$ cat src/inc/ckpm_pkg.sv
// Summary of operation
// RL1: Low-speed oscillator never becomes processor clock.
// RL2: Low-speed clock feeds the watchdog only.
// RL3: Low-speed oscillator runs exactly while watchdog runs.
// RL4: Watchdog stops by option bit or standby.
// RL5: Only first byte write sticks; bit/byte reads.
// RL6: Reset clears mode register, pins input ports.
// RL7: Two high-speed bits pick port/resonator/external clock.
// RL8: Subsystem bit connects crystal or leaves ports.
// RL9: Drive field: low, normal, super-low, undefined.
// RL10: Range bit picks 2-10 or 10-20 MHz.
// RL11: Software sets range bit above 10 MHz.
// RL12: Software programs mode before starting oscillators.
// RL13: Software writes zero default to consume write.
// RL14: Stabilization count starts on resonator stop release.
// RL15: Unused mode bits read zero, ignore writes.
package ckpm_pkg;

	// Register map and layout
	localparam logic [19:0] CKPM_CFG_ADDR = 20'hfffa0;
	localparam logic [7:0] CKPM_CFG_RESET = 8'h00;
	localparam logic [7:0] CKPM_CFG_USED = 8'hfc;
	localparam int CKPM_EXT_CLK_BIT = 7;
	localparam int CKPM_HS_OSC_BIT = 6;
	localparam int CKPM_SUB_OSC_BIT = 5;
	localparam int CKPM_SUB_DRV_HI_BIT = 4;
	localparam int CKPM_SUB_DRV_LO_BIT = 3;
	localparam int CKPM_HS_RANGE_BIT = 2;
	localparam int CKPM_DATA_W = 8;
	localparam int CKPM_ADDR_W = 20;

	// Reset level of the high-speed stop bit in the run/stop control register
	localparam logic CKPM_HS_STOP_RESET = 1'b1;

	// High-speed pin operating modes
	typedef enum logic [1:0] {
		CKPM_HS_PORT = 2'h0,
		CKPM_HS_RESONATOR = 2'h1,
		CKPM_HS_EXT_CLOCK = 2'h2
	} ckpm_hs_mode_type;

	// Subsystem oscillator drive levels
	typedef enum logic [1:0] {
		CKPM_DRV_LOW = 2'h0,
		CKPM_DRV_NORMAL = 2'h1,
		CKPM_DRV_SUPER_LOW = 2'h2,
		CKPM_DRV_UNDEF = 2'h3
	} ckpm_drive_type;

	// Processor clock sources
	typedef enum logic [1:0] {
		CKPM_SRC_HS_INTERNAL = 2'h0,
		CKPM_SRC_HS_SYSTEM = 2'h1,
		CKPM_SRC_SUBSYSTEM = 2'h2,
		CKPM_SRC_LS_INTERNAL = 2'h3
	} ckpm_clk_src_type;

	// Write-once lifecycle of the mode register
	typedef enum logic [1:0] {
		CKPM_CFG_OPEN = 2'h1,
		CKPM_CFG_LOCKED = 2'h2
	} ckpm_cfg_state_type;

	// Decode of the two high-speed pin bits
	function automatic ckpm_hs_mode_type ckpm_hs_mode(input logic [7:0] cfg);
		if (!cfg[CKPM_HS_OSC_BIT]) begin
			return CKPM_HS_PORT;
		end else if (cfg[CKPM_EXT_CLK_BIT]) begin
			return CKPM_HS_EXT_CLOCK;
		end else begin
			return CKPM_HS_RESONATOR;
		end
	endfunction

endpackage

$ cat src/inc/ckpm_mode_if.sv
`timescale 1ns/10ps
// Carries the stored mode byte to the decoder and the decoded modes back
interface ckpm_mode_if;
	logic [7:0] cfg;
	ckpm_pkg::ckpm_hs_mode_type hsMode;
	logic subXtalConn;
	ckpm_pkg::ckpm_drive_type subDrive;
	logic hsRangeHigh;

	modport decoder (
		input cfg,
		output hsMode,
		output subXtalConn,
		output subDrive,
		output hsRangeHigh
	);

	modport owner (
		output cfg,
		input hsMode,
		input subXtalConn,
		input subDrive,
		input hsRangeHigh
	);
endinterface

$ cat src/rtl/ckpm_mode_decode.sv
`timescale 1ns/10ps
module ckpm_mode_decode (
	// Mode byte in, decoded modes out
	ckpm_mode_if.decoder modeBus
);
	import ckpm_pkg::*;

	// Pure decode; the owner registers every result before it leaves the block
	assign modeBus.hsMode = ckpm_hs_mode(modeBus.cfg); // RL7
	assign modeBus.subXtalConn = modeBus.cfg[CKPM_SUB_OSC_BIT]; // RL8
	assign modeBus.subDrive = ckpm_drive_type'({modeBus.cfg[CKPM_SUB_DRV_HI_BIT],
		modeBus.cfg[CKPM_SUB_DRV_LO_BIT]}); // RL9
	assign modeBus.hsRangeHigh = modeBus.cfg[CKPM_HS_RANGE_BIT]; // RL10
endmodule

$ cat src/rtl/ckpm_lsosc_gate.sv
`timescale 1ns/10ps
module ckpm_lsosc_gate (
	// Option byte bits
	input wire logic watchdogEnableOption,
	input wire logic watchdogStandbyRun,
	// Processor standby status
	input wire logic haltExec,
	input wire logic stopExec,
	// Results
	output logic wdtStopped,
	output logic lsOscRun
);
	// Standby only stops the watchdog when it is not told to keep running
	wire standbyNow = haltExec | stopExec;
	assign wdtStopped = !watchdogEnableOption | (standbyNow & !watchdogStandbyRun); // RL4
	// Oscillator follows the watchdog so no power is spent on an idle clock
	assign lsOscRun = !wdtStopped; // RL3
endmodule

$ cat src/rtl/ckpm_clock_pin_ctrl.sv
`timescale 1ns/10ps
module ckpm_clock_pin_ctrl (
	// Clock and reset
	input wire logic clk,
	input wire logic resetn,
	// Processor memory access
	input wire logic [ckpm_pkg::CKPM_ADDR_W-1:0] cpuAddr,
	input wire logic cpuWrite,
	input wire logic cpuRead,
	input wire logic cpuBitAccess,
	input wire logic [2:0] cpuBitSel,
	input wire logic [ckpm_pkg::CKPM_DATA_W-1:0] cpuWrData,
	output logic [ckpm_pkg::CKPM_DATA_W-1:0] cpuRdData,
	output logic cpuRdValid,
	// Option byte and standby status
	input wire logic watchdogEnableOption,
	input wire logic watchdogStandbyRun,
	input wire logic haltExec,
	input wire logic stopExec,
	// High-speed stop bit of the run/stop control register
	input wire logic hsClockStop,
	// Processor clock source request
	input wire ckpm_pkg::ckpm_clk_src_type cpuClkSrcReq,
	// High-speed pin control
	output logic hsResonatorPinConn,
	output logic extClockInputEn,
	output ckpm_pkg::ckpm_hs_mode_type hsPinMode,
	output logic hsFreqRange,
	// Subsystem pin control
	output logic subResonatorPinConn,
	output ckpm_pkg::ckpm_drive_type subDriveLevel,
	// Low-speed oscillator and watchdog clock
	output logic lsOscRun,
	output logic wdtClockEn,
	output logic wdtStopped,
	// Processor clock source in use
	output ckpm_pkg::ckpm_clk_src_type cpuClkSrc,
	// Stabilization counter start and lock status
	output logic stabCountStart,
	output logic cfgLocked
);
	import ckpm_pkg::*;

	// Stored mode byte and its lifecycle
	logic [7:0] cfg_q;
	logic [7:0] cfg_d;
	ckpm_cfg_state_type state_q;
	ckpm_cfg_state_type state_d;
	logic locked_q;

	// Read return path
	logic [7:0] rdData_q;
	logic [7:0] rdData_d;
	logic rdValid_q;

	// Registered pin controls
	logic hsResConn_q;
	logic extClkEn_q;
	ckpm_hs_mode_type hsMode_q;
	logic hsRange_q;
	logic subConn_q;
	ckpm_drive_type subDrive_q;

	// Watchdog clock side
	logic lsRun_q;
	logic wdtClkEn_q;
	logic wdtStop_q;

	// Processor clock selection
	ckpm_clk_src_type clkSrc_q;
	ckpm_clk_src_type clkSrc_d;

	// Stabilization start detection
	logic hsStopPrev_q;
	logic stabStart_q;
	logic stabStart_d;

	// Address match and access kinds
	wire addrHit = (cpuAddr == CKPM_CFG_ADDR);
	wire byteWrite = cpuWrite & addrHit & !cpuBitAccess;
	wire readHit = cpuRead & addrHit;
	wire isOpen = (state_q == CKPM_CFG_OPEN);

	// Only a byte write into an unlocked register is taken; bit writes
	// neither change the byte nor use up the single write
	wire takeWrite = byteWrite & isOpen; // RL5

	// Per-bit write with unused positions forced to zero
	logic [7:0] maskedWrData;
	genvar gi;
	generate
		for (gi = 0; gi < CKPM_DATA_W; gi++) begin : gBit
			assign maskedWrData[gi] = CKPM_CFG_USED[gi] & cpuWrData[gi]; // RL15
		end
	endgenerate

	// Next value of the stored byte
	assign cfg_d = takeWrite ? maskedWrData : cfg_q; // RL5

	// Lifecycle: the first accepted write locks the register until reset
	always_comb begin
		case (state_q)
			CKPM_CFG_OPEN: begin
				state_d = takeWrite ? CKPM_CFG_LOCKED : CKPM_CFG_OPEN; // RL5
			end
			CKPM_CFG_LOCKED: begin
				state_d = CKPM_CFG_LOCKED;
			end
			default: begin
				state_d = CKPM_CFG_LOCKED;
			end
		endcase
	end

	// Read data: whole byte, or the chosen bit placed in bit 0
	wire [7:0] cfgVisible = cfg_q & CKPM_CFG_USED; // RL15
	wire [7:0] bitRead = {7'h00, cfgVisible[cpuBitSel]};
	assign rdData_d = cpuBitAccess ? bitRead : cfgVisible; // RL5

	// Mode decoding through the shared carrier
	ckpm_mode_if modeBus ();
	assign modeBus.cfg = cfg_q;

	ckpm_mode_decode uDecode (
		.modeBus(modeBus.decoder)
	);

	// Watchdog stop and oscillator gating
	logic wdtStopNow;
	logic lsRunNow;

	ckpm_lsosc_gate uLsGate (
		.watchdogEnableOption(watchdogEnableOption),
		.watchdogStandbyRun(watchdogStandbyRun),
		.haltExec(haltExec),
		.stopExec(stopExec),
		.wdtStopped(wdtStopNow),
		.lsOscRun(lsRunNow)
	);

	// Pin connections follow the decoded mode; the resonator pin is
	// connected only in resonator mode, the clock input only in external mode
	wire hsResConnNow = (modeBus.hsMode == CKPM_HS_RESONATOR); // RL7
	wire extClkNow = (modeBus.hsMode == CKPM_HS_EXT_CLOCK); // RL7

	// A request for the low-speed clock is refused and the current source
	// kept, since that clock is reserved for the watchdog
	assign clkSrc_d = (cpuClkSrcReq == CKPM_SRC_LS_INTERNAL) ? clkSrc_q
		: cpuClkSrcReq; // RL1

	// Counting starts when the stop bit falls while in resonator mode;
	// uses the function directly so the start sees the stored byte
	wire resonatorMode = (ckpm_hs_mode(cfg_q) == CKPM_HS_RESONATOR);
	assign stabStart_d = resonatorMode & hsStopPrev_q & !hsClockStop; // RL14

	// Mode byte; holds whatever the single accepted write left in it
	always_ff @(posedge clk or negedge resetn) begin
		if (!resetn) begin
			cfg_q <= CKPM_CFG_RESET; // RL6
		end else begin
			cfg_q <= cfg_d; // RL5
		end
	end

	// Lifecycle; only a reset reopens the register
	always_ff @(posedge clk or negedge resetn) begin
		if (!resetn) begin
			state_q <= CKPM_CFG_OPEN; // RL6
		end else begin
			state_q <= state_d;
		end
	end

	// Lock flag in its own flop, so the port carries no decode logic
	always_ff @(posedge clk or negedge resetn) begin
		if (!resetn) begin
			locked_q <= 1'b0;
		end else begin
			locked_q <= (state_d == CKPM_CFG_LOCKED); // RL5
		end
	end

	// Read data, loaded only by a taken read so it holds between reads
	always_ff @(posedge clk or negedge resetn) begin
		if (!resetn) begin
			rdData_q <= 8'h00;
		end else begin
			rdData_q <= readHit ? rdData_d : rdData_q; // RL5
		end
	end

	// Read valid, high one edge after each cycle the read request is held
	always_ff @(posedge clk or negedge resetn) begin
		if (!resetn) begin
			rdValid_q <= 1'b0;
		end else begin
			rdValid_q <= readHit; // RL5
		end
	end

	// High-speed pin connections; both open after reset, pins stay ports
	always_ff @(posedge clk or negedge resetn) begin
		if (!resetn) begin
			hsResConn_q <= 1'b0; // RL6
			extClkEn_q <= 1'b0; // RL6
		end else begin
			hsResConn_q <= hsResConnNow; // RL7
			extClkEn_q <= extClkNow; // RL7
		end
	end

	// High-speed mode and frequency range as seen by the oscillator
	always_ff @(posedge clk or negedge resetn) begin
		if (!resetn) begin
			hsMode_q <= CKPM_HS_PORT; // RL6
			hsRange_q <= 1'b0;
		end else begin
			hsMode_q <= modeBus.hsMode; // RL7
			hsRange_q <= modeBus.hsRangeHigh; // RL10
		end
	end

	// Subsystem pin connection
	always_ff @(posedge clk or negedge resetn) begin
		if (!resetn) begin
			subConn_q <= 1'b0; // RL6
		end else begin
			subConn_q <= modeBus.subXtalConn; // RL8
		end
	end

	// Subsystem drive level; the undefined code is passed on, not remapped
	always_ff @(posedge clk or negedge resetn) begin
		if (!resetn) begin
			subDrive_q <= CKPM_DRV_LOW;
		end else begin
			subDrive_q <= modeBus.subDrive; // RL9
		end
	end

	// Watchdog clock: the low-speed clock is gated only toward the watchdog
	always_ff @(posedge clk or negedge resetn) begin
		if (!resetn) begin
			lsRun_q <= 1'b0;
			wdtClkEn_q <= 1'b0;
		end else begin
			lsRun_q <= lsRunNow; // RL3
			wdtClkEn_q <= lsRunNow; // RL2
		end
	end

	// Watchdog stop status; reads stopped while reset holds the oscillator off
	always_ff @(posedge clk or negedge resetn) begin
		if (!resetn) begin
			wdtStop_q <= 1'b1;
		end else begin
			wdtStop_q <= wdtStopNow; // RL4
		end
	end

	// Processor clock source; never the low-speed clock
	always_ff @(posedge clk or negedge resetn) begin
		if (!resetn) begin
			clkSrc_q <= CKPM_SRC_HS_INTERNAL;
		end else begin
			clkSrc_q <= clkSrc_d; // RL1
		end
	end

	// Stop bit history; resets to the stop bit's own reset level so
	// leaving reset never looks like a release
	always_ff @(posedge clk or negedge resetn) begin
		if (!resetn) begin
			hsStopPrev_q <= CKPM_HS_STOP_RESET;
		end else begin
			hsStopPrev_q <= hsClockStop; // RL14
		end
	end

	// Start pulse toward the stabilization counter
	always_ff @(posedge clk or negedge resetn) begin
		if (!resetn) begin
			stabStart_q <= 1'b0;
		end else begin
			stabStart_q <= stabStart_d; // RL14
		end
	end

	// Outputs straight from flip-flops: read port
	assign cpuRdData = rdData_q;
	assign cpuRdValid = rdValid_q;

	// Pin controls
	assign hsResonatorPinConn = hsResConn_q;
	assign extClockInputEn = extClkEn_q;
	assign hsPinMode = hsMode_q;
	assign hsFreqRange = hsRange_q;
	assign subResonatorPinConn = subConn_q;
	assign subDriveLevel = subDrive_q;

	// Watchdog side and processor clock
	assign lsOscRun = lsRun_q;
	assign wdtClockEn = wdtClkEn_q;
	assign wdtStopped = wdtStop_q;
	assign cpuClkSrc = clkSrc_q;

	// Status
	assign stabCountStart = stabStart_q;
	assign cfgLocked = locked_q;
endmodule

$ cat config.mk
export PLATFORM = sky130hd
export DESIGN_NAME = ckpm_clock_pin_ctrl
export DESIGN_NICKNAME = d
export VERILOG_FILES = /design/src/inc/ckpm_pkg.sv /design/src/inc/ckpm_mode_if.sv /design/src/rtl/ckpm_mode_decode.sv /design/src/rtl/ckpm_lsosc_gate.sv /design/src/rtl/ckpm_clock_pin_ctrl.sv
export SDC_FILE = /design/constraint.sdc
export NUM_CORES = 1
export LEC_CHECK = 0
export ABC_AREA = 1
export BUFFER_PORTS_ARGS = -buffer_cell sky130_fd_sc_hd__buf_2
export CAP_MARGIN = 20
export CORE_UTILIZATION = 40
export CTS_CLUSTER_SIZE = 24
export DETAILED_ROUTE_END_ITERATION = 7
export PLACE_DENSITY = 0.8
export SLEW_MARGIN = 15
export SYNTH_ARGS = -nofsm -noshare
export SYNTH_HDL_FRONTEND = slang
export SYNTH_SLANG_ARGS = --single-unit
$ cat constraint.sdc
create_clock -name clk -period 1.2 [get_ports clk]
set_input_delay 0.24 -clock clk [delete_from_list [all_inputs] [get_ports clk]]
set_output_delay 0.24 -clock clk [all_outputs]
set_load 0.05 [all_outputs]
==> out/qor.yml, run 1 <==
synth-main-ff-cell: "dfrtp_1"
io_pins: 67
vias_per_cell: 4.39
drc: 0
violations: "negative setup slack"
hold_path_class: "primary input to flop"
post-route-util: 0.598
grt_overflow: 0
power_switching_mw: 0.389
area_growth_pct: 42.5
cp_top_family: "flip-flops"
synth.distinct_cells: 25
yosys.area.top_type_share: 0.493
cts_buffers: 3
required_ns: 0.96
num_vias: 1110
worstSetupEndpointType: "output pin"
clockRootBuffer: "clkbuf_4"
htreeDepth: 1
synthAdderAreaFrac: 0
synth_top_family_by_area: "simple AND/OR/NAND/NOR gates"
worst_slack_ns: -0.0625
clkSinkCount: 28
cp.depth: 1
dp_hpwl_um: 1970
r2r-start: "state_q[0]"
critical_path.max_stage_delay_ns: 0.56
worstReg2RegEnd: "cfg_q[4]"
synth-async-reset-ratio: 1.00
hold_ws_ns: 0.0815
clock_path_buffers: 2
drtPass1Iterations: 4
clk_latency_ns: 0.32
drive_gt1_frac: 0.474
core_area_sq_um: 3030
rows: 20
fin_skew_ns: 0.00568
synth.avg_cell_area_sq_um: 9.20
leakage_nw: 1.01
finalCritPeriodShare: 1.05
hold_viol_final: 0
path_buf_inv: 1
die_area_sq_um: 3400
slew_violations: 0
combPwrFrac: 0.119
fill_cells: 269
drt_wl_total_um: 2490
switching_share: 0.220
syn_inst: 138
power_density_nw_per_um2: 979
drv_cap: 0
hp-start: "cpuClkSrcReq[1]"
grt_usage: 0.148
place_ws_ns: -0.0720
drtAntennaViolNets: 0
crit_fanout: 1
layout_min_cycle_time_ns: 1.26
worst_ep_arrival_time_ns: 1.02
relSlewSlack: 0.613
portBuffers: 63
synth_area_leaders: "dfrtp_1 (49%), nand2_1 (12%), dfstp_2 (6.2%), inv_1 (4.7%), o21ai_2 (4.1%)"
nets: 253
reg2reg_slack_ns: 0.06
max_freq_mhz: 792
synth.top_cells.by_count: "nand2_1 (41), dfrtp_1 (25), inv_1 (16)"
grt_first_pass_wirelength_um: 3790
fp.dieH_um: 58.3
cts_tree: "yes"
synthMostInstantiatedCell: "nand2_1"
path_cells: "buf_8"
syn_area_sq_um: 1270
muxShareOfSynthArea: 0
grt_max_degree: 29
synth.largest_area_cell: "dfrtp_1"
gp_congestion: 0.747
ir_drop_v: 0.000391
outcome: "finished, violations left"
synth_nets: 181
antenna_found_initial: 0
die_w_um: 58.3
cp-startpoint: "wdtStopped"
start_kind: "flop"
synth-xor-area-share: 0
worst-setup-path-type: "flop to output pin"
crit_path_end: "wdtStopped"
worst_slew_pin_slew_ns: 0.581
synthSimpleGateAreaFrac: 0.294
synth_edf_count: 0
pwr-share-seq: 0.544
setup_tns_ns: -0.0625
synth_seq_cells: 28
routedWlPerCell_um: 9.85
p_int_mw: 1.38
p_clk_frac: 0.337
grt_pass1_vias: 909
synth_compound_area_frac: 0.0631
initial_core_util: 0.419
rsz0062_at_grt: "yes"
antenna_cells: 0
drt_iter0_drc: 24
setup_violations: 1
ff2ff_path_depth: 5
ys_seq_area_frac: 0.555
yosysWarnings: 0
path_clk_slew_ns: 0.14
slowest_stage: "dfstp_2"
flip-flops by register name (all words and copies together), names as in the netlist:
name / flops
hsResonatorPinConn: 1
cpuRdData: 7
cfgLocked: 1
subResonatorPinConn: 1
wdtStopped: 1
stabCountStart: 1
cpuRdValid: 1
subDriveLevel: 2
hsStopPrev_q: 1
wdtClockEn: 1
hsFreqRange: 1
state_q: 1
cfg_q: 6
cpuClkSrc: 2
extClockInputEn: 1
worst min-delay path by stage:
stage	to	slack, ns	cells past startpoint
after global placement	cpuClkSrc[0]	0.27	1
after detailed placement	cpuClkSrc[0]	0.27	1
after CTS	hsStopPrev_q	0.005	1
after global routing	cpuClkSrc[0]	0.08	2
final	cpuClkSrc[0]	0.08	2
after floorplan	cfgLocked	-0.06	0
power by group through the flow:
stage                     sequential, mW  clock (mW)  combinational, mW
after CTS                          0.962       0.612              0.205
after floorplan                     1.01           0             0.0645
after detailed placement           0.979           0              0.198
after global routing               0.964       0.636              0.232
after global placement             0.978           0              0.194
final                              0.963       0.596              0.211
final cells by class:
cell class	count	area, sq um	area share
sequential	28	704	0.389
clock inverter	1	30.0	0.0166
multi-input combinational	87	474	0.262
clock buffer	3	22.5	0.0124
inverter	18	67.6	0.0373
tap	44	55.1	0.0304
timing repair buffer	72	455	0.252
what timing repair did:
item	CTS	global route
setup buffers	1	2
endpoints found under the hold margin	25	1
hold buffers	1	1
pin swaps	0	3
resized for setup	11	22
endpoints found under the setup margin	10	14
layer usage:
layer | track usage | vias up | share of wire
met5 | 0 | - | 0
met3 | 0.0132 | 4 | 0.043
met4 | 0.0612 | 0 | 0.014
li1 | - | 569 | -
met2 | 0.276 | 39 | 0.52
met1 | 0.173 | 498 | 0.42
logic make-up after synthesis:
family / count (synthesis)
AND/OR/NAND/NOR: 75
AO/OA/AOI/OAI: 11
other: 1
buffers and inverters: 23
flip-flops: 28
cell usage in the layout (no fill, tap or decap), types with 2 or more instances in the layout:
master         instances
clkbuf_4               4
inv_1                 16
inv_2                  2
o21ai_2                6
a21oi_1                2
dfrtp_1               25
nand4_1                7
nand2_1               40
nor2_2                 3
nand2_2                4
nor2_1                11
buf_6                  4
buf_2                 45
nor2_4                 2
buf_4                 19
dlygate4sd3_1          2
dfstp_2                3
per-stage QoR:
stage	instance area (sq um)	total power, mW	instances
floorplan	1280	1.08	138
global placement	1640	1.17	244
detailed placement	1640	1.18	244
CTS	1740	1.78	250
global route	1810	1.83	253
finish	1810	1.77	253
No activity file was read; power rests on OpenSTA's default activity.
==> inputs of run 2 (changes only) <==
--- a/config.mk
+++ b/config.mk
@@ -12,6 +12,7 @@
 export CTS_CLUSTER_SIZE = 24
 export DETAILED_ROUTE_END_ITERATION = 7
 export PLACE_DENSITY = 0.8
+export SKIP_CTS_REPAIR_TIMING = 1
 export SLEW_MARGIN = 15
 export SYNTH_ARGS = -nofsm -noshare
 export SYNTH_HDL_FRONTEND = slang
==> run 2 against run 1 <==
The flow still finishes with violations (negative setup slack). Sequential share of layout area grew 0.054 points. Clock power is essentially flat. Largest cell class unchanged. Routed wire length rose by 0.84%. Power rose by 0.14%. Setup slack worse by 0.00051 ns. Clock skew grew 0.0016 ns. Via count is 0.36% lower. Global-route usage down 0.14 points. Count of clock-buffer cells in the layout unchanged. Critical path type unchanged.
==> out/qor.yml, run 2 (same netlist as run 1, synthesis figures left out) <==
largest_reg_flops: 7  # unchanged
drt_iter0_drc: 37  # +54%
slowest_stage: "dfstp_2"
hold_viol_final: 0  # unchanged
leakage_nw: 1.01  # about the same
gp_congestion: 0.747  # unchanged
max_freq_mhz: 792  # about the same
num_vias: 1106  # -0.36%
clockRootBuffer: "clkbuf_4"
p_int_mw: 1.38  # about the same
grt_use_met3: 0.0132  # unchanged
ir_drop_v: 0.000389  # -0.65%
relSlewSlack: 0.609  # -0.00398
use_met2: 0.271  # -0.00493
final_common_cell: "buf_2"
slew_violations: 0  # unchanged
worst_slew_pin_slew_ns: 0.587  # +0.00597 ns
ff2ff_path_depth: 5  # unchanged
hold_path_class: "primary input to flop"
worst-setup-path-type: "flop to output pin"
use_met1: 0.173  # unchanged
grt_usage: 0.146  # -0.00142
clock_path_buffers: 2  # unchanged
r2r-start: "state_q[0]"
power_switching_mw: 0.392  # +0.62%
antenna_cells: 0  # unchanged
place_area_sq_um: 1640  # unchanged
htreeDepth: 1  # unchanged
cts_tree: "yes"
drtAntennaViolNets: 0  # unchanged
power_density_nw_per_um2: 981  # +0.28%
fill_cells: 272  # +1.1%
power.total_mw: 1.77  # +0.14%
layout_min_cycle_time_ns: 1.26  # +0.000515 ns
fin_skew_ns: 0.00724  # +0.00156 ns
area_growth_pct: 42.3
antenna_found_initial: 0  # unchanged
path_buf_inv: 1  # unchanged
io_pins: 67  # unchanged
setup_tns_ns: -0.0630  # -0.000515 ns
path_cells: "buf_8"
start_kind: "flop"
grt_first_pass_wirelength_um: 3750  # -0.92%
fp.dieH_um: 58.3  # unchanged
worst_slack_ns: -0.0630  # -0.000515 ns
clkSinkCount: 28  # unchanged
finalCritPeriodShare: 1.05  # about the same
cp_top_family: "flip-flops"
initial_core_util: 0.419  # unchanged
nets: 253  # unchanged
drive_gt1_frac: 0.469  # -0.00478
grt_pass1_vias: 900  # -0.99%
placed_cells: 244  # unchanged
p_clk_frac: 0.337  # about the same
reg2reg_slack_ns: 0.07  # about the same
hp-start: "cpuClkSrcReq[1]"
drt_wl_total_um: 2510  # +0.84%
grt_max_degree: 29  # unchanged
drtPass1Iterations: 4  # unchanged
pwr-share-seq: 0.543  # about the same
worstSetupEndpointType: "output pin"
die_area_sq_um: 3400  # unchanged
fin_area_sq_um: 1810  # -0.14%
critical_path.max_stage_delay_ns: 0.56  # about the same
required_ns: 0.96  # about the same
die_w_um: 58.3  # unchanged
violations: "negative setup slack"
setup_violations: 1  # unchanged
routedWlPerCell_um: 9.93  # +0.84%
drv_cap: 0  # unchanged
worstReg2RegEnd: "cfg_q[4]"
switching_share: 0.221  # +0.00106
rows: 20  # unchanged
cts_buffers: 3  # unchanged
grt_overflow: 0  # unchanged
final_cell_mix: "buf_2 (45), nand2_1 (41), dfrtp_1 (25)"
portBuffers: 63  # unchanged
combPwrFrac: 0.120  # about the same
dp_hpwl_um: 1970  # unchanged
vias_per_cell: 4.37  # -0.36%
min_path_cells: 2  # unchanged
worst_ep_arrival_time_ns: 1.02  # about the same
outcome: "finished, violations left"
clk_latency_ns: 0.32  # about the same
busiest_layer: "met2"
drc: 0  # unchanged
path_clk_slew_ns: 0.14  # about the same
min_to: "cpuClkSrc[0]"
core_area_sq_um: 3030  # unchanged
rsz0062_at_grt: "yes"
fin_cells: 253  # unchanged
crit_fanout: 1  # unchanged
run 2: worst max-delay path by stage:
stage | depth (start not counted) | slack, ns | from | endpoint
after global placement | 7 | -0.06 | cpuAddr[3] | cpuRdData[6]
after floorplan | 4 | 0.01 | cfgLocked | cfg_q[2]
final | 1 | -0.06 | wdtStopped | wdtStopped
after global routing | 1 | -0.10 | wdtStopped | wdtStopped
after detailed placement | 7 | -0.07 | cpuAddr[3] | cpuRdData[0]
after CTS | 1 | -0.16 | wdtStopped | wdtStopped
run 2: area by class of cell:
class,count,area [sq um],share of cell area
sequential,28,704,0.390
multi-input combinational,87,472,0.261
timing repair buffer,72,455,0.252
inverter,18,67.6,0.0374
tap,44,55.1,0.0305
clock inverter,1,30.0,0.0166
clock buffer,3,22.5,0.0125
run 2: power by group through the flow:
stage,Clock (mW),Sequential (mW),Combinational (mW)
floorplan,0,1.01,0.0645
global placement,0,0.978,0.194
finish,0.598,0.963,0.212
detailed placement,0,0.979,0.198
CTS,0.612,0.961,0.199
global route,0.641,0.965,0.233
run 2: through the flow:
step                setup WS, ns  hold slack (ns)  utilization
floorplan                 0.0117          -0.0556            -
global placement         -0.0553            0.271        0.540
detailed placement       -0.0720            0.273        0.540
CTS                       -0.156          -0.0937        0.558
global route              -0.103           0.0796        0.597
finish                   -0.0630           0.0797        0.597
run 2: routing by layer:
metal  routed length (um)  vias up
li1                     -      566
met1                 1080      497
met2                 1290       39
met3                  108        4
met4                   39        0
met5                    0        -
==> inputs of run 3 (changes only) <==
--- a/config.mk
+++ b/config.mk
@@ -11,9 +11,11 @@
 export CORE_UTILIZATION = 40
 export CTS_CLUSTER_SIZE = 24
 export DETAILED_ROUTE_END_ITERATION = 7
+export GPL_TIMING_DRIVEN = 0
 export PLACE_DENSITY = 0.8
 export SKIP_CTS_REPAIR_TIMING = 1
 export SLEW_MARGIN = 15
 export SYNTH_ARGS = -nofsm -noshare
 export SYNTH_HDL_FRONTEND = slang
 export SYNTH_SLANG_ARGS = --single-unit
+export TNS_END_PERCENT = 1
==> run 3 against run 2 <==
The flow still finishes with violations (negative setup slack). Setup slack worse by 0.0021 ns. Cell count is 0.79% lower. Power is 0.32% higher. Flip-flop and latch count stayed put. Final area is 1.0% higher. Routed wire length is 5.0% lower. Via count hardly changed. Critical path type unchanged. Highest routed layer unchanged.
==> out/qor.yml, run 3 (same netlist as run 1, synthesis figures left out) <==
outcome: "finished, violations left"
violations: "negative setup slack"
rows: 20  # unchanged
path_clk_slew_ns: 0.14  # about the same
setup_violations: 4  # +3
layout_min_cycle_time_ns: 1.27  # +0.00205 ns
finalCritPeriodShare: 1.05  # +0.00171
final_common_cell: "buf_2"
slowest_stage: "dfstp_2"
antenna_found_initial: 0  # unchanged
cts_tree: "yes"
grt_usage: 0.150  # +0.00386
rsz0062_at_grt: "yes"
placed_cells: 245  # +0.41%
clockRootBuffer: "clkbuf_4"
combPwrFrac: 0.123  # +0.003
pwr-share-seq: 0.542  # about the same
die_w_um: 58.3  # unchanged
fin_cells: 251  # -0.79%
drtPass1Iterations: 4  # unchanged
start_kind: "flop"
grt_pass1_vias: 948  # +5.3%
core_area_sq_um: 3030  # unchanged
hold_path_class: "primary input to flop"
die_area_sq_um: 3400  # unchanged
p_int_mw: 1.39  # +0.50%
final_cell_mix: "buf_2 (42), nand2_1 (41), dfrtp_1 (25)"
htreeDepth: 1  # unchanged
ir_drop_v: 0.000336  # -14%
num_vias: 1105  # -0.090%
clock_path_buffers: 2  # unchanged
power_switching_mw: 0.390  # -0.31%
routedWlPerCell_um: 9.51  # -4.3%
worst_slew_pin_slew_ns: 0.583  # -0.00366 ns
max_freq_mhz: 790  # -0.16%
relSlewSlack: 0.610  # +0.00101
required_ns: 0.96  # about the same
io_pins: 67  # unchanged
drv_cap: 0  # unchanged
worstSetupEndpointType: "output pin"
initial_core_util: 0.419  # unchanged
min_to: "cpuClkSrc[0]"
largest_reg_flops: 7  # unchanged
clk_latency_ns: 0.32  # about the same
area_growth_pct: 43.7
reg2reg_slack_ns: 0.04  # -0.03 ns
post-route-util: 0.603  # +0.00620
cts_buffers: 3  # unchanged
drt_wl_total_um: 2390  # -5.0%
path_cells: "buf_8"
slew_violations: 0  # unchanged
drt_iter0_drc: 35  # -5.4%
nets: 251  # -0.79%
grt_max_degree: 29  # unchanged
leakage_nw: 1.00  # -0.43%
worst_slack_ns: -0.0650  # -0.00205 ns
clkSinkCount: 28  # unchanged
min_path_cells: 2  # unchanged
grt_overflow: 0  # unchanged
path_buf_inv: 1  # unchanged
switching_share: 0.219  # -0.00139
hp-start: "cpuClkSrcReq[1]"
antenna_cells: 0  # unchanged
critical_path.max_stage_delay_ns: 0.56  # about the same
portBuffers: 63  # unchanged
gp_congestion: 0.763  # +2.2%
dp_hpwl_um: 1860  # -5.8%
hold_viol_final: 0  # unchanged
r2r-start: "state_q[0]"
drc: 0  # unchanged
fin_skew_ns: 0.00962  # +0.00239 ns
cp_top_family: "flip-flops"
drive_gt1_frac: 0.464  # -0.00513
crit_fanout: 1  # unchanged
ff2ff_path_depth: 5  # unchanged
p_clk_frac: 0.335  # -0.002
power_density_nw_per_um2: 974  # -0.71%
fp.dieH_um: 58.3  # unchanged
vias_per_cell: 4.40  # +0.71%
worst-setup-path-type: "flop to output pin"
worst_ep_arrival_time_ns: 1.03  # about the same
worstReg2RegEnd: "cfg_q[4]"
grt_first_pass_wirelength_um: 3900  # +3.9%
drtAntennaViolNets: 0  # unchanged
-- run 3: layout make-up --
cell class	count	area (sq um)
plain buffers	5	41.3
clock buffers	3	22.5
clock inverters	1	30.0
fillers	274	1200
inverters	18	67.6
multi-input cells	87	472
flip-flops and latches	28	704
well taps	44	55.1
repair buffers	65	433
-- run 3: metrics by stage --
step                hold WS, ns  cell area (sq um)  TNS, ns  power, mW  setup WS (ns)
CTS                     -0.0956               1700   -0.620       1.77         -0.159
floorplan               -0.0556               1280        0       1.08         0.0117
global route             0.0708               1830   -0.630       1.85         -0.108
detailed placement        0.275               1650    -1.59       1.18         -0.162
global placement          0.272               1650    -1.32       1.18         -0.150
finish                   0.0785               1830   -0.194       1.78        -0.0650
-- run 3: power by group through the flow --
stage	Combinational (mW)	Clock, mW	Sequential (mW)
detailed placement	0.200	0	0.979
floorplan	0.0645	0	1.01
global placement	0.197	0	0.978
finish	0.219	0.596	0.963
global route	0.240	0.649	0.965
CTS	0.200	0.610	0.961
-- run 3: worst max path at each step --
stage,start,end,slack (ns),cells past startpoint
floorplan,cfgLocked,cfg_q[2],0.01,4
global placement,cpuAddr[3],cpuRdData[5],-0.15,8
detailed placement,cpuAddr[3],cpuRdData[4],-0.16,8
CTS,wdtStopped,wdtStopped,-0.16,1
global route,hsResonatorPinConn,hsPinMode[0],-0.11,2
finish,wdtStopped,wdtStopped,-0.07,1
-- run 3: metal layers --
metal / share of wire / global-route usage
met3: 0.041 / 0.0154
met1: 0.45 / 0.197
met5: 0 / 0
met4: 0.018 / 0.0714
met2: 0.49 / 0.251
